===== src/rtl/sc_wait_pkg.sv =====
// Package for the smart card wait timers: register offsets, reset values, widths.
// Assumes a byte-wide register port with 16-bit addresses.
package sc_wait_pkg;
  localparam logic [15:0] ADDR_GUARD_HIGH = 16'hFE16;
  localparam logic [15:0] ADDR_EXTRA_GUARD_LOW = 16'hFE17;
  localparam logic [15:0] ADDR_BLOCK_WAIT_BYTE3 = 16'hFE18;
  localparam logic [15:0] ADDR_BLOCK_WAIT_BYTE2 = 16'hFE19;
  localparam logic [15:0] ADDR_BLOCK_WAIT_BYTE1 = 16'hFE1A;
  localparam logic [15:0] ADDR_BLOCK_WAIT_BYTE0 = 16'hFE1B;
  localparam logic [15:0] ADDR_CHAR_WAIT_HIGH = 16'hFE1C;
  localparam logic [15:0] ADDR_CHAR_WAIT_LOW = 16'hFE1D;
  localparam logic [15:0] ADDR_ANSWER_TIMEOUT_HIGH = 16'hFE1F;
  localparam logic [15:0] ADDR_ANSWER_TIMEOUT_LOW = 16'hFE20;
  localparam logic [15:0] ADDR_FIRST_CHAR_TIMEOUT = 16'hFE21;
  localparam logic [15:0] ADDR_CARD_RESET_LENGTH = 16'hFE22;
  localparam logic [15:0] ADDR_CONTROL = 16'hFE30;
  localparam logic [15:0] ADDR_IRQ_STATUS = 16'hFE31;
  localparam logic [15:0] ADDR_IRQ_MASK = 16'hFE32;
  localparam logic [15:0] ADDR_ETU_DIV_LOW = 16'hFE33;
  localparam logic [15:0] ADDR_ETU_DIV_HIGH = 16'hFE34;
  localparam logic [7:0] RST_GUARD_HIGH = 8'h00;
  localparam logic [7:0] RST_EXTRA_GUARD_LOW = 8'h0C;
  localparam logic [7:0] RST_CARD_RESET_LENGTH = 8'h70;
  localparam logic [7:0] RST_ZERO = 8'h00;
  localparam logic [15:0] RST_ETU_DIV = 16'h0174;
  localparam logic [8:0] GUARD_MIN_T0 = 9'h00C;
  localparam logic [8:0] GUARD_MIN_T1 = 9'h00B;
  localparam int GUARD_MSB_POS = 7;
  localparam int BW_TOP_BITS = 4;
  localparam int CTRL_T1_POS = 0;
  localparam int CTRL_RCV_POS = 1;
  localparam int CTRL_DET_POS = 2;
  localparam int IRQ_WAIT_POS = 0;
  localparam int IRQ_CHAR_POS = 1;
  localparam int IRQ_ATR_POS = 2;
  localparam int IRQ_BITS = 3;
endpackage : sc_wait_pkg


===== src/rtl/sc_wait_timers.sv =====
// Smart card wait timers: guard spacing, block/work, character and answer-to-reset timeouts.
// Assumes the card I/O line arrives unsynchronised, and that transmitter and
// receiver pulse their start-of-character strobes on this clock.
`timescale 1ns/100ps
module sc_wait_timers
  import sc_wait_pkg::*;
#(
  parameter int DIV_WIDTH = 16
) (
  input wire logic i_clk,
  input wire logic i_sys_rst,
  input wire logic [15:0] i_addr,
  input wire logic [7:0] i_wdata,
  input wire logic i_wr,
  input wire logic i_rd,
  output logic [7:0] o_rdata,
  input wire logic i_card_io,
  input wire logic i_card_reset_n,
  input wire logic i_rx_start,
  input wire logic i_tx_request,
  input wire logic i_tx_last,
  input wire logic i_break_detect,
  output logic o_tx_allow,
  output logic o_irq
);
  logic [7:0] guard_high_ff;
  logic [7:0] guard_low_ff;
  logic [3:0] bw3_ff;
  logic [7:0] bw2_ff;
  logic [7:0] bw1_ff;
  logic [7:0] bw0_ff;
  logic [7:0] cw_high_ff;
  logic [7:0] cw_low_ff;
  logic [7:0] atr_high_ff;
  logic [7:0] atr_low_ff;
  logic [7:0] first_to_ff;
  logic [7:0] rst_len_ff;
  logic [2:0] ctrl_ff;
  logic [IRQ_BITS-1:0] status_ff;
  logic [IRQ_BITS-1:0] mask_ff;
  logic [DIV_WIDTH-1:0] div_ff;
  logic io_meta_ff;
  logic io_sync_ff;
  logic io_prev_ff;
  logic rst_meta_ff;
  logic rst_sync_ff;
  logic rst_prev_ff;
  logic etu_tick;
  logic rx_edge;
  logic reset_release;
  logic is_t1;
  logic [8:0] guard_prog;
  logic [8:0] guard_eff;
  logic [8:0] guard_cnt_ff;
  logic guard_busy_ff;
  logic break_hold_ff;
  logic tx_start;
  logic [27:0] block_wait;
  logic bw_run_ff;
  logic bw_restart;
  logic bw_expired;
  logic cw_run_ff;
  logic cw_expired;
  logic atr_run_ff;
  logic atr_started_ff;
  logic atr_expired;
  logic ts_run_ff;
  logic ts_expired;
  logic [IRQ_BITS-1:0] events;
  logic wr_hit_status;

  // Card I/O and card reset pins pass two flops before anything looks at them.
  // Both start at their released levels, so no false edge follows a system reset.
  always_ff @(posedge i_clk) begin
    if (i_sys_rst) begin
      io_meta_ff <= 1'b1;
      io_sync_ff <= 1'b1;
      io_prev_ff <= 1'b1;
      rst_meta_ff <= 1'b1;
      rst_sync_ff <= 1'b1;
      rst_prev_ff <= 1'b1;
    end else begin
      io_meta_ff <= i_card_io;
      io_sync_ff <= io_meta_ff;
      io_prev_ff <= io_sync_ff;
      rst_meta_ff <= i_card_reset_n;
      rst_sync_ff <= rst_meta_ff;
      rst_prev_ff <= rst_sync_ff;
    end
  end

  // A received start bit is the receiver's strobe or a falling edge on the line.
  assign rx_edge = i_rx_start || (io_prev_ff && !io_sync_ff);
  assign reset_release = rst_sync_ff && !rst_prev_ff;
  assign is_t1 = ctrl_ff[CTRL_T1_POS];

  etu_divider #(
    .WIDTH(DIV_WIDTH)
  ) u_div (
    .i_clk(i_clk),
    .i_sys_rst(i_sys_rst),
    .i_restart(tx_start),
    .i_div(div_ff),
    .o_tick(etu_tick)
  );

  // Register writes.
  always_ff @(posedge i_clk) begin
    if (i_sys_rst) begin
      guard_high_ff <= RST_GUARD_HIGH;
      guard_low_ff <= RST_EXTRA_GUARD_LOW;
      bw3_ff <= '0;
      bw2_ff <= RST_ZERO;
      bw1_ff <= RST_ZERO;
      bw0_ff <= RST_ZERO;
      cw_high_ff <= RST_ZERO;
      cw_low_ff <= RST_ZERO;
      atr_high_ff <= RST_ZERO;
      atr_low_ff <= RST_ZERO;
      first_to_ff <= RST_ZERO;
      rst_len_ff <= RST_CARD_RESET_LENGTH;
      ctrl_ff <= '0;
      mask_ff <= '0;
      div_ff <= RST_ETU_DIV[DIV_WIDTH-1:0];
    end else if (i_wr) begin
      case (i_addr)
        ADDR_GUARD_HIGH: guard_high_ff <= i_wdata;
        ADDR_EXTRA_GUARD_LOW: guard_low_ff <= i_wdata;
        ADDR_BLOCK_WAIT_BYTE3: bw3_ff <= i_wdata[BW_TOP_BITS-1:0];
        ADDR_BLOCK_WAIT_BYTE2: bw2_ff <= i_wdata;
        ADDR_BLOCK_WAIT_BYTE1: bw1_ff <= i_wdata;
        ADDR_BLOCK_WAIT_BYTE0: bw0_ff <= i_wdata;
        ADDR_CHAR_WAIT_HIGH: cw_high_ff <= i_wdata;
        ADDR_CHAR_WAIT_LOW: cw_low_ff <= i_wdata;
        ADDR_ANSWER_TIMEOUT_HIGH: atr_high_ff <= i_wdata;
        ADDR_ANSWER_TIMEOUT_LOW: atr_low_ff <= i_wdata;
        ADDR_FIRST_CHAR_TIMEOUT: first_to_ff <= i_wdata;
        ADDR_CARD_RESET_LENGTH: rst_len_ff <= i_wdata;
        ADDR_CONTROL: ctrl_ff <= i_wdata[2:0];
        ADDR_IRQ_MASK: mask_ff <= i_wdata[IRQ_BITS-1:0];
        ADDR_ETU_DIV_LOW: div_ff[7:0] <= i_wdata;
        ADDR_ETU_DIV_HIGH: div_ff[DIV_WIDTH-1:8] <= i_wdata[DIV_WIDTH-9:0];
        default: ;
      endcase
    end
  end

  // Register reads, data in the cycle after the strobe.
  always_ff @(posedge i_clk) begin
    if (i_sys_rst) begin
      o_rdata <= 8'h00;
    end else if (i_rd) begin
      case (i_addr)
        ADDR_GUARD_HIGH: o_rdata <= guard_high_ff;
        ADDR_EXTRA_GUARD_LOW: o_rdata <= guard_low_ff;
        ADDR_BLOCK_WAIT_BYTE3: o_rdata <= {4'h0, bw3_ff};
        ADDR_BLOCK_WAIT_BYTE2: o_rdata <= bw2_ff;
        ADDR_BLOCK_WAIT_BYTE1: o_rdata <= bw1_ff;
        ADDR_BLOCK_WAIT_BYTE0: o_rdata <= bw0_ff;
        ADDR_CHAR_WAIT_HIGH: o_rdata <= cw_high_ff;
        ADDR_CHAR_WAIT_LOW: o_rdata <= cw_low_ff;
        ADDR_ANSWER_TIMEOUT_HIGH: o_rdata <= atr_high_ff;
        ADDR_ANSWER_TIMEOUT_LOW: o_rdata <= atr_low_ff;
        ADDR_FIRST_CHAR_TIMEOUT: o_rdata <= first_to_ff;
        ADDR_CARD_RESET_LENGTH: o_rdata <= rst_len_ff;
        ADDR_CONTROL: o_rdata <= {5'h00, ctrl_ff};
        ADDR_IRQ_STATUS: o_rdata <= {5'h00, status_ff};
        ADDR_IRQ_MASK: o_rdata <= {5'h00, mask_ff};
        ADDR_ETU_DIV_LOW: o_rdata <= div_ff[7:0];
        ADDR_ETU_DIV_HIGH: o_rdata <= div_ff[DIV_WIDTH-1:8];
        default: o_rdata <= 8'h00;
      endcase
    end else begin
      o_rdata <= 8'h00;
    end
  end

  // Guard spacing between transmitted start edges. The ETU restarts at each start and the
  // count starts at zero, so a full guard time always passes before the next start.
  assign guard_prog = {guard_high_ff[GUARD_MSB_POS], guard_low_ff};
  always_comb begin
    guard_eff = guard_prog;
    if (is_t1 && guard_prog < GUARD_MIN_T1) begin
      guard_eff = GUARD_MIN_T1;
    end else if (!is_t1 && guard_prog < GUARD_MIN_T0) begin
      guard_eff = GUARD_MIN_T0;
    end
  end
  assign tx_start = i_tx_request && o_tx_allow;

  always_ff @(posedge i_clk) begin
    if (i_sys_rst) begin
      break_hold_ff <= 1'b0;
    end else if (tx_start) begin
      break_hold_ff <= 1'b0;
    end else if (!is_t1 && i_break_detect) begin
      break_hold_ff <= 1'b1;
    end else if (!i_break_detect) begin
      break_hold_ff <= 1'b0;
    end
  end

  always_ff @(posedge i_clk) begin
    if (i_sys_rst) begin
      guard_cnt_ff <= '0;
      guard_busy_ff <= 1'b0;
      o_tx_allow <= 1'b0;
    end else begin
      if (tx_start) begin
        guard_cnt_ff <= 9'h000;
        guard_busy_ff <= 1'b1;
      end else if (guard_busy_ff && etu_tick) begin
        guard_cnt_ff <= guard_cnt_ff + 9'h001;
        if (guard_cnt_ff + 9'h001 >= guard_eff) begin
          guard_busy_ff <= 1'b0;
        end
      end
      o_tx_allow <= !tx_start && !(guard_busy_ff && !(etu_tick
        && guard_cnt_ff + 9'h001 >= guard_eff)) && !(break_hold_ff || i_break_detect);
    end
  end

  // Block wait (T=1) or work wait (T=0) supervision.
  assign block_wait = {bw3_ff, bw2_ff, bw1_ff, bw0_ff};
  assign bw_restart = tx_start || (!is_t1 && rx_edge);
  always_ff @(posedge i_clk) begin
    if (i_sys_rst) begin
      bw_run_ff <= 1'b0;
    end else if (is_t1) begin
      if (tx_start) begin
        bw_run_ff <= 1'b1;
      end else if (rx_edge || bw_expired) begin
        bw_run_ff <= 1'b0;
      end
    end else if (tx_start || rx_edge) begin
      bw_run_ff <= 1'b1;
    end else if (bw_expired) begin
      bw_run_ff <= 1'b0;
    end
  end

  etu_timer #(
    .WIDTH(28)
  ) u_block_timer (
    .i_clk(i_clk),
    .i_sys_rst(i_sys_rst),
    .i_run(bw_run_ff),
    .i_restart(bw_restart),
    .i_tick(etu_tick),
    .i_limit(block_wait),
    .o_expired(bw_expired)
  );

  // Received character spacing, character or initial wait.
  always_ff @(posedge i_clk) begin
    if (i_sys_rst) begin
      cw_run_ff <= 1'b0;
    end else if (rx_edge) begin
      cw_run_ff <= 1'b1;
    end else if (cw_expired || tx_start) begin
      cw_run_ff <= 1'b0;
    end
  end

  etu_timer #(
    .WIDTH(16)
  ) u_char_timer (
    .i_clk(i_clk),
    .i_sys_rst(i_sys_rst),
    .i_run(cw_run_ff),
    .i_restart(rx_edge),
    .i_tick(etu_tick),
    .i_limit({cw_high_ff, cw_low_ff}),
    .o_expired(cw_expired)
  );

  // Answer-to-reset duration, armed by the flag, started by the first start bit.
  always_ff @(posedge i_clk) begin
    if (i_sys_rst || !ctrl_ff[CTRL_RCV_POS]) begin
      atr_started_ff <= 1'b0;
      atr_run_ff <= 1'b0;
    end else if (rx_edge && !atr_started_ff) begin
      atr_started_ff <= 1'b1;
      atr_run_ff <= 1'b1;
    end else if (atr_expired) begin
      atr_run_ff <= 1'b0;
    end
  end

  etu_timer #(
    .WIDTH(16)
  ) u_atr_timer (
    .i_clk(i_clk),
    .i_sys_rst(i_sys_rst),
    .i_run(atr_run_ff),
    .i_restart(1'b0),
    .i_tick(etu_tick),
    .i_limit({atr_high_ff, atr_low_ff}),
    .o_expired(atr_expired)
  );

  // First character timer from card reset release.
  always_ff @(posedge i_clk) begin
    if (i_sys_rst || !ctrl_ff[CTRL_DET_POS]) begin
      ts_run_ff <= 1'b0;
    end else if (reset_release) begin
      ts_run_ff <= 1'b1;
    end else if (rx_edge || ts_expired || !rst_sync_ff) begin
      ts_run_ff <= 1'b0;
    end
  end

  etu_timer #(
    .WIDTH(8)
  ) u_ts_timer (
    .i_clk(i_clk),
    .i_sys_rst(i_sys_rst),
    .i_run(ts_run_ff),
    .i_restart(reset_release),
    .i_tick(etu_tick),
    .i_limit(first_to_ff),
    .o_expired(ts_expired)
  );

  // Sticky status; a read clears it, a coincident event still sets it.
  assign events[IRQ_WAIT_POS] = bw_expired;
  assign events[IRQ_CHAR_POS] = cw_expired;
  assign events[IRQ_ATR_POS] = atr_expired || ts_expired;
  assign wr_hit_status = i_rd && i_addr == ADDR_IRQ_STATUS;
  always_ff @(posedge i_clk) begin
    if (i_sys_rst) begin
      status_ff <= '0;
    end else begin
      status_ff <= (wr_hit_status ? '0 : status_ff) | events;
    end
  end

  always_ff @(posedge i_clk) begin
    if (i_sys_rst) begin
      o_irq <= 1'b0;
    end else begin
      o_irq <= |(((wr_hit_status ? '0 : status_ff) | events) & mask_ff);
    end
  end
endmodule : sc_wait_timers


===== src/rtl/etu_divider.sv =====
// ETU divider: one-cycle enable every div system clocks.
// Assumes div is stable during use; a zero divisor acts as one.
`timescale 1ns/100ps
module etu_divider #(
  parameter int WIDTH = 16
) (
  input wire logic i_clk,
  input wire logic i_sys_rst,
  input wire logic i_restart,
  input wire logic [WIDTH-1:0] i_div,
  output logic o_tick
);
  logic [WIDTH-1:0] cnt_ff;
  always_ff @(posedge i_clk) begin
    if (i_sys_rst || i_restart) begin
      cnt_ff <= '0;
      o_tick <= 1'b0;
    end else if (cnt_ff + 1'b1 >= i_div) begin
      cnt_ff <= '0;
      o_tick <= 1'b1;
    end else begin
      cnt_ff <= cnt_ff + 1'b1;
      o_tick <= 1'b0;
    end
  end
endmodule : etu_divider


===== src/rtl/etu_timer.sv =====
// Saturating ETU counter with restart and an expiry pulse above the limit.
// Assumes i_tick is a one-cycle enable from the ETU divider.
`timescale 1ns/100ps
module etu_timer #(
  parameter int WIDTH = 16
) (
  input wire logic i_clk,
  input wire logic i_sys_rst,
  input wire logic i_run,
  input wire logic i_restart,
  input wire logic i_tick,
  input wire logic [WIDTH-1:0] i_limit,
  output logic o_expired
);
  logic [WIDTH-1:0] cnt_ff;
  logic done_ff;
  always_ff @(posedge i_clk) begin
    if (i_sys_rst || !i_run || i_restart) begin
      cnt_ff <= '0;
      done_ff <= 1'b0;
      o_expired <= 1'b0;
    end else begin
      o_expired <= 1'b0;
      if (i_tick && !done_ff) begin
        if (cnt_ff >= i_limit) begin
          done_ff <= 1'b1;
          o_expired <= 1'b1;
        end else begin
          cnt_ff <= cnt_ff + 1'b1;
        end
      end
    end
  end
endmodule : etu_timer


===== config.mk =====
export PLATFORM = sky130hd
export DESIGN_NAME = sc_wait_timers
export DESIGN_NICKNAME = d
export VERILOG_FILES = /design/src/rtl/sc_wait_pkg.sv /design/src/rtl/sc_wait_timers.sv /design/src/rtl/etu_divider.sv /design/src/rtl/etu_timer.sv
export SDC_FILE = /design/constraint.sdc
export NUM_CORES = 1
export LEC_CHECK = 0
export ABC_AREA = 0
export BUFFER_PORTS_ARGS = -buffer_cell sky130_fd_sc_hd__buf_4
export CAP_MARGIN = 20
export CORE_ASPECT_RATIO = 1.75
export CORE_MARGIN = 5
export CORE_UTILIZATION = 53
export DETAILED_ROUTE_END_ITERATION = 12
export PLACE_DENSITY_LB_ADDON = 0.08
export RECOVER_POWER = 50
export SYNTH_ARGS = -nofsm -noshare
export SYNTH_HDL_FRONTEND = slang
export SYNTH_SLANG_ARGS = --single-unit

===== constraint.sdc =====
create_clock -name i_clk -period 6.4 [get_ports i_clk]
set_clock_uncertainty 0.2 [all_clocks]
set_input_delay 1.28 -clock i_clk [delete_from_list [all_inputs] [get_ports i_clk]]
set_output_delay 1.28 -clock i_clk [all_outputs]
set_load 0.02 [all_outputs]

==> results of run 1 <==
## worst min path at each step
stage | from | end | slack, ns | cells after the start
CTS | rst_meta_ff$_SDFF_PP1_ | rst_sync_ff$_SDFF_PP1_ | 0.21 | 1
detailed placement | io_meta_ff$_SDFF_PP1_ | io_sync_ff$_SDFF_PP1_ | 0.20 | 1
floorplan | io_meta_ff$_SDFF_PP1_ | io_sync_ff$_SDFF_PP1_ | 0.19 | 1
global route | io_meta_ff$_SDFF_PP1_ | io_sync_ff$_SDFF_PP1_ | 0.23 | 1
global placement | rst_meta_ff$_SDFF_PP1_ | rst_sync_ff$_SDFF_PP1_ | 0.19 | 1
finish | rst_meta_ff$_SDFF_PP1_ | rst_sync_ff$_SDFF_PP1_ | 0.21 | 1
## worst reg2reg max path, delay by kind of cell (launching register included)
| family | cells | cell delay, ns |
|---|---|---|
| buffers and inverters | 1 | 0.07 |
| AOI/OAI and AO/OA | 3 | 0.96 |
| and+or+nand+nor | 4 | 1.63 |
| DFF | 1 | 0.33 |
| adders and majority gates | 1 | 0.32 |
## sequential cells by signal, indices dropped and copies added (netlist names), 9 cells and up
name,count
div_ff,16
guard_cnt_ff,9
u_atr_timer.cnt_ff,16
u_block_timer.cnt_ff,28
u_char_timer.cnt_ff,16
u_div.cnt_ff,16
## where the power goes
group	total (mW)	switching [mW]	internal, mW
clock	1.50	0.618	0.880
sequential	1.52	0.00469	1.51
combinational	0.114	0.0805	0.0336
## cell families after synthesis
| group | after synthesis |
|---|---|
| AND/OR/NAND/NOR | 657 |
| AO/OA/AOI/OAI | 329 |
| adder cells (fa/ha/maj) | 99 |
| flip-flops | 242 |
| XOR/XNOR | 56 |
| buffers and inverters | 185 |
| multiplexers | 42 |
## area by class of cell
type	instances	area [sq um]	share of cell area, %
clock buffers	32	692	4.87
inverters	106	398	2.80
multi-input cells	1183	7380	52.0
well taps	308	385	2.71
repair buffers	54	365	2.57
clock inverters	11	136	0.960
flip-flops and latches	242	4840	34.1
## metrics by stage
stage | setup WS (ns) | hold WS [ns] | power, mW
2_1_floorplan | 2.71 | 0.189 | 1.61
3_3_place_gp | 1.85 | 0.190 | 1.66
3_5_place_dp | 1.85 | 0.197 | 1.66
4_1_cts | 2.39 | 0.213 | 3.16
5_1_grt | 1.23 | 0.231 | 3.23
6_report | 1.53 | 0.209 | 3.13
## layer usage
metal / vias up / wire length, microns / track usage (%)
met5: - / 0 / 0
met1: 5317 / 14500 / 31.2
met2: 306 / 17400 / 43.9
met3: 91 / 1770 / 3.05
met4: 0 / 2130 / 13.9
li1: 5649 / - / -
## cell usage in the layout (no fill, tap or decap), types with 16 or more instances in the layout
cell type	n
and3_1	48
nand4_1	28
ha_1	99
nand2_1	238
o21ai_0	56
or3_1	25
dfxtp_1	242
buf_4	40
inv_1	106
a21o_1	16
nor3_1	22
mux2i_1	40
clkbuf_16	25
nor2_1	104
nand3_1	86
a21oi_1	160
xnor2_1	42
==> flow_summary.ini, run 1 <==
[clock_network]
clock_path_buffers = 3
postCtsSetupRepairBufs = 0
cts_root_buf = clkbuf_16
clock_latency_ns = 0.53
cts-hold-fix-buffers = 0
clock_sinks = 242
htree_num_levels = 1
cts_buffers = 24
cts_tree = yes
clkTransAtPathRegs_ns = 0.06
cts-resized-gates = 0

[outcome]
status = complete, but fails checks
violations = capacitance limit, slew limit

[synth]
synth_compound_area_share_pct = 15.4
synth_top_family_by_area = simple AND/OR/NAND/NOR gates
syn_area_per_cell_sq_um = 8.03
yosysWarnings = 0
netlist_area_sq_um = 12900
yosys.area.top_type = dfxtp_1
async_flop_share_pct = 0
yosys.area.top_type_share_pct = 37.5
ys_types = 68
synthesis.nets = 1743
synth_xor_area_share_pct = 3.79
synth_mux_area_share_pct = 3.36
synth.most_common_cell = dfxtp_1
syn_inst = 1610
synthFlopType = dfxtp_1
synth_area_leaders = dfxtp_1 (37%), ha_1 (9.6%), nand2_1 (6.9%)
synth-seq-cells = 242
synthAdderAreaFrac_pct = 9.58
synth_simple_gate_area_share_pct = 25.0
yosysSeqAreaShare_pct = 37.5
synth_common_cells = dfxtp_1 (242), nand2_1 (238), a21oi_1 (160)
synth_edf_count = 0

[critical_path]
worstPathRequired_ns = 6.63
r2r.worst_path.cells = 9
crit_buf_inv = 2
critPathLaunch = i_sys_rst
end_kind = flip-flop
crit_fanout = 71
crit_path_max_incr_delay_ns = 2.16
worstPathArrival_ns = 5.09
r2r-end = u_block_timer.cnt_ff[21]$_SDFFE_PP0P_
crit_type = in2reg
reg2reg_slack_ns = 2.81
r2r_start = bw3_ff[3]$_SDFFE_PP0P_
cp.depth = 5
crit_path_cell_trace = clkbuf_1 -> buf_4 -> nand2b_1 -> nor2_1 -> a41o_1
critical-path-top-delay-family = buffers and inverters
startpoint_type = input port
cp-endpoint = u_atr_timer.cnt_ff[5]$_SDFFE_PP0P_
slowest_stage = clkbuf_1

[placement]
dpl.hpwl_microns = 26300
post-place-cells = 1892
gp_congestion = 0.915
io_buffers = 42
placed_area_sq_um = 13400

[sta]
worstMarginPinSlew_ns = 3.13
fin_tns_setup_ns = 0
period_share_pct = 76.0
finalHoldViolations = 0
setup_viol = 0
max_freq_ghz = 0.206
slew_violations = 72
maxSlewHeadroom_pct = -109
rsz0062_at_grt = false
min_period_ns = 4.87

[finish]
drive_gt1_share_pct = 6.39
final_cells = 1936
final_area_sq_um = 14200
nFillCells = 2286
fin_nets = 1744
post-route-util_pct = 59.1
area_growth_pct = 9.84
antenna_cells = 0

[grt]
grt_overflow_total = 0
grt_usage_pct = 25.7
antenna_found_initial = 0
grt_pass1_vias = 10900
grt_max_degree = 72
grt_pass1_wl_microns = 57900

[power]
ir_worst_vdd_mv = 0.212
p_leak_nw = 5.17
p_per_area_nw_per_um2 = 220

[detailed_routing]
via_per_inst = 5.87
antenna_left = 0
drt_iter0_markers = 775
drt-total-wl_microns = 35800
wire_per_inst_microns = 18.5
drc = 0
dr.pass1.iters = 6
vias = 11400

[run]
cap_violations = 1

[hold_path]
hp-class = reg2reg

[die]
start_util_pct = 53.8
die_x_microns = 128
pin_count = 44
core-area_sq_um = 24000
die_height_microns = 217
rows = 75
design.die.area_sq_um = 27700
Note: power is estimated with default switching activity, not from simulation.
==> inputs of run 2 (changes only) <==
==> constraint.sdc (replaced) <==
create_clock -name i_clk -period 4.15 [get_ports i_clk]
set_clock_uncertainty 0.2 [all_clocks]
set_input_delay 0.83 -clock i_clk [delete_from_list [all_inputs] [get_ports i_clk]]
set_output_delay 0.83 -clock i_clk [all_outputs]
set_load 0.02 [all_outputs]
==> run 2 against run 1 <==
The flow still finishes with violations (capacitance limit, slew limit). Clock power grew 69%. Global-route usage rose by 0.16 points. Setup slack worse by 0.77 ns. Cell area increased by 1.1%. Power is 62% higher. Die area is the same. First-iteration DRC count decreased by 4.0%. Critical endpoint is now u_block_timer.cnt_ff[25]$_SDFFE_PP0P_. Largest power group is now the clock network.
==> flow_summary.ini, run 2 (synthesized netlist as in run 1, its figures left out) <==
[outcome]
status = complete, but fails checks
violations = capacitance limit, slew limit

[detailed_routing]
dr.pass1.iters = 5
vias = 11500
drt-total-wl_microns = 36400
via_per_inst = 5.90
wire_per_inst_microns = 18.7
drc = 0
drt_iter0_markers = 744
antenna_left = 0

[finish]
regMostFlops = u_block_timer.cnt_ff
area_growth_pct = 11.1
antenna_cells = 0
fin_nets = 1755
final_common_cell = dfxtp_1
drive_gt1_share_pct = 7.07
largest_reg_flops = 28
final_cell_mix = dfxtp_1 (242), nand2_1 (238), a21oi_1 (160)

[power]
p_total_mw = 5.06
p_leak_nw = 5.26
ir_worst_vdd_mv = 0.415
p_per_area_nw_per_um2 = 352

[sta]
period_share_pct = 81.6
max_freq_ghz = 0.295
fin_tns_setup_ns = 0
slew_violations = 46
setup_viol = 0
min_period_ns = 3.39
finalHoldViolations = 0
worstMarginPinSlew_ns = 2.22
rsz0062_at_grt = false
maxSlewHeadroom_pct = -48.2

[grt]
grt_pass1_vias = 10900
grt_max_degree = 64
met1_usage_pct = 30.7
grt_overflow_total = 0
busiest_layer = met2
grt_usage_pct = 25.9
globalRouteMet2Util_pct = 44.1
gr-usage-met3_pct = 3.40
grt_pass1_wl_microns = 57900
antenna_found_initial = 0

[clock_network]
clock_latency_ns = 0.54
clock_sinks = 242
cts_buffers = 25
cts_tree = yes
cts-hold-fix-buffers = 0
cts_root_buf = clkbuf_16
postCtsSetupRepairBufs = 0
clock_path_buffers = 3
cts-resized-gates = 0
htree_num_levels = 1
clkTransAtPathRegs_ns = 0.06

[critical_path]
startpoint_type = flip-flop
crit_path_max_incr_delay_ns = 0.83
reg2reg_slack_ns = 0.76
crit_fanout = 14
crit_buf_inv = 1
crit_path_cell_trace = inv_1 -> ha_1 -> a21oi_1 -> o21a_1 -> a2bb2oi_1 -> nand3_1 -> or4_1 -> or3_1 -> a21oi_1
end_kind = flip-flop
slowest_stage = or4_1
worstPathArrival_ns = 3.66
critPathMostFrequentCell = a21oi_1
r2r-end = u_block_timer.cnt_ff[25]$_SDFFE_PP0P_
r2r_start = bw2_ff[7]$_SDFFE_PP0P_
worstPathRequired_ns = 4.42
critical-path-top-delay-family = simple AND/OR/NAND/NOR gates
crit_type = reg2reg
r2r.worst_path.cells = 9

[die]
die_x_microns = 128
core-area_sq_um = 24000
start_util_pct = 53.8
die_height_microns = 217
design.die.area_sq_um = 27700
pin_count = 44
rows = 75

[hold_path]
hold_depth = 1
hp-class = reg2reg
hold_path.startpoint = rst_meta_ff$_SDFF_PP1_
min_to = rst_sync_ff$_SDFF_PP1_

[placement]
dpl.hpwl_microns = 26600
io_buffers = 42
gp_congestion = 0.954

[run]
cap_violations = 1
-- run 2: cell types whose count changed in the layout (fill, tap and decap cells not counted), sizes merged --
cell | before | now
inv | 106 | 107
bufinv | 3 | 6
clkbuf | 44 | 46
clkinv | 7 | 5
buf | 42 | 50
-- run 2: layout make-up --
class / instances / area (sq um)
Multi-Input combinational cell: 1183 / 7380
Fill cell: 2278 / 9660
Tap cell: 308 / 385
Clock buffer: 32 / 702
Inverter: 106 / 398
Sequential cell: 242 / 4840
Timing Repair Buffer: 64 / 433
Clock inverter: 13 / 221
-- run 2: worst max path at each step --
stage | startpoint | to | slack, ns | cells after the start
final | bw2_ff[7]$_SDFFE_PP0P_ | u_block_timer.cnt_ff[25]$_SDFFE_PP0P_ | 0.76 | 9
after global routing | bw2_ff[7]$_SDFFE_PP0P_ | u_block_timer.cnt_ff[21]$_SDFFE_PP0P_ | 0.49 | 9
after global placement | i_addr[7] | o_rdata[3]$_SDFF_PP0_ | 0.58 | 7
after CTS | bw2_ff[7]$_SDFFE_PP0P_ | u_block_timer.cnt_ff[25]$_SDFFE_PP0P_ | 0.75 | 9
after floorplan | i_addr[7] | div_ff[8]$_SDFFE_PP1P_ | 0.91 | 8
after detailed placement | i_addr[7] | o_rdata[3]$_SDFF_PP0_ | 0.54 | 7
-- run 2: power breakdown --
| group | internal (mW) | switching [mW] | total, mW |
|---|---|---|---|
| clock | 1.57 | 0.968 | 2.53 |
| combinational | 0.0533 | 0.130 | 0.183 |
| sequential | 2.33 | 0.00754 | 2.34 |
-- run 2: stage by stage --
stage	util, %	hold WS (ns)	setup slack, ns	area [sq um]	std cells
floorplan	-	0.189	0.909	12900	1610
global placement	56.2	0.191	0.579	13500	1903
detailed placement	56.2	0.199	0.544	13500	1903
CTS	60.0	0.214	0.754	14400	1948
global route	59.8	0.216	0.492	14400	1948
finish	59.8	0.210	0.762	14400	1948
-- run 2: layer usage --
layer	routed length, microns	up-vias	part of all wire [%]
li1	-	5675	-
met1	14700	5406	40
met2	17700	331	49
met3	1710	84	4.7
met4	2310	0	6.3
met5	0	-	0
==> inputs of run 3 (changes only) <==
==> constraint.sdc (replaced) <==
create_clock -name i_clk -period 3.55 [get_ports i_clk]
set_clock_uncertainty 0.2 [all_clocks]
set_input_delay 0.71 -clock i_clk [delete_from_list [all_inputs] [get_ports i_clk]]
set_output_delay 0.71 -clock i_clk [all_outputs]
set_load 0.02 [all_outputs]
==> run 3 against run 2 <==
The run now ends clean. Power grew 9.6%. Die area is the same. Global-route usage is essentially flat. Non-clock buffer count grew 14. Wire length grew 0.17%. Highest routed layer unchanged.
==> flow_summary.ini, run 3 (synthesized netlist as in run 1, its figures left out) <==
[critical_path]
r2r_start = bw0_ff[2]$_SDFFE_PP0P_
startpoint_type = flip-flop
crit_type = reg2reg
critical-path-top-delay-family = simple AND/OR/NAND/NOR gates
worstPathArrival_ns = 3.46
worstPathRequired_ns = 3.81
crit_path_max_incr_delay_ns = 0.75
critPathLaunch = bw0_ff[2]$_SDFFE_PP0P_
crit_path_cell_trace = inv_1 -> ha_1 -> a21oi_1 -> o21ai_0 -> a221oi_1 -> o22ai_1 -> or4_1 -> or3_1 -> a21oi_1
slowest_stage = or4_1
reg2reg_slack_ns = 0.35
end_kind = flip-flop
crit_buf_inv = 1
crit_fanout = 14
critPathMostFrequentCell = a21oi_1

[power]
p_leak_nw = 5.23
ir_worst_vdd_mv = 0.402
p_total_mw = 5.54
p_per_area_nw_per_um2 = 387

[sta]
fin_tns_setup_ns = 0
finalHoldViolations = 0
worstMarginPinSlew_ns = 1.44
rsz0062_at_grt = false
min_period_ns = 3.20
maxSlewHeadroom_pct = 3.79
slew_violations = 0
period_share_pct = 90.2
setup_viol = 0
fin_ws_ns = 0.350
max_freq_ghz = 0.312

[die]
die_x_microns = 128
die_height_microns = 217
core-area_sq_um = 24000
rows = 75
pin_count = 44
start_util_pct = 53.8
design.die.area_sq_um = 27700

[clock_network]
cts-hold-fix-buffers = 0
clock_latency_ns = 0.53
clkTransAtPathRegs_ns = 0.06
cts_root_buf = clkbuf_16
postCtsSetupRepairBufs = 0
cts-resized-gates = 0
clock_sinks = 242
cts_buffers = 24
clock_path_buffers = 3
htree_num_levels = 1
cts_tree = yes

[finish]
area_growth_pct = 10.5
final_common_cell = dfxtp_1
final_cells = 1957
drive_gt1_share_pct = 6.79
largest_reg_flops = 28
regMostFlops = u_block_timer.cnt_ff
final_area_sq_um = 14300
antenna_cells = 0
fin_nets = 1768
nFillCells = 2245
final_cell_mix = dfxtp_1 (242), nand2_1 (238), a21oi_1 (160)
multi_input_area_sq_um = 7380
regArea_sq_um = 4840

[placement]
dpl.hpwl_microns = 27200
placed_area_sq_um = 13600
post-place-cells = 1917
gp_congestion = 0.922
pre_cts_ws_ns = 0.204
io_buffers = 42

[hold_path]
hold_path.startpoint = i_card_reset_n
hp-class = in2reg

[detailed_routing]
drt-total-wl_microns = 36500
antenna_left = 0
wire_per_inst_microns = 18.6
via_per_inst = 5.90
drt_iter0_markers = 832
vias = 11500
drc = 0
dr.pass1.iters = 5

[grt]
grt_overflow_total = 0
grt_max_degree = 64
grt_pass1_wl_microns = 58500
grt_usage_pct = 25.9
grt_pass1_vias = 11000
antenna_found_initial = 0

[run]
cap_violations = 0

[outcome]
status = finished, final reports clean
-- run 3: cell types whose count changed in the layout (fill, tap and decap cells not counted), sizes merged --
cell,change
bufinv,-3
clkbuf,+8
inv,-1
buf,+8
clkinvlp,-1
clkinv,-2
-- run 3: final timing paths --
path | end | depth (start not counted)
min | rst_meta_ff$_SDFF_PP1_ | 2
min reg2reg | rst_sync_ff$_SDFF_PP1_ | 1
max | u_block_timer.cnt_ff[23]$_SDFFE_PP0P_ | 9
max reg2reg | u_block_timer.cnt_ff[23]$_SDFFE_PP0P_ | 9
-- run 3: metal layers --
layer | vias up | routed length [microns] | track usage, %
met4 | 0 | 2120 | 13.0
li1 | 5700 | - | -
met5 | - | 0 | 0
met1 | 5463 | 14900 | 31.2
met2 | 288 | 18000 | 45.3
met3 | 91 | 1520 | 2.66
-- run 3: stage by stage --
stage / hold slack, ns / util [%]
after floorplan: 0.189 / -
after global placement: 0.192 / 56.6
after detailed placement: 0.197 / 56.6
after CTS: 0.152 / 59.8
after global routing: 0.158 / 59.5
final: 0.166 / 59.5
-- run 3: final cells by class --
cell class	instances	area share, %
well taps	308	2.70
inverters	106	2.78
flip-flops and latches	242	33.9
clock inverters	6	0.735
clock buffers	34	4.68
multi-input cells	1183	51.6
repair buffers	78	3.60
-- run 3: where the power goes --
part | internal [mW] | switching, mW
Clock | 1.52 | 1.07
Combinational | 0.0619 | 0.149
Sequential | 2.73 | 0.00896
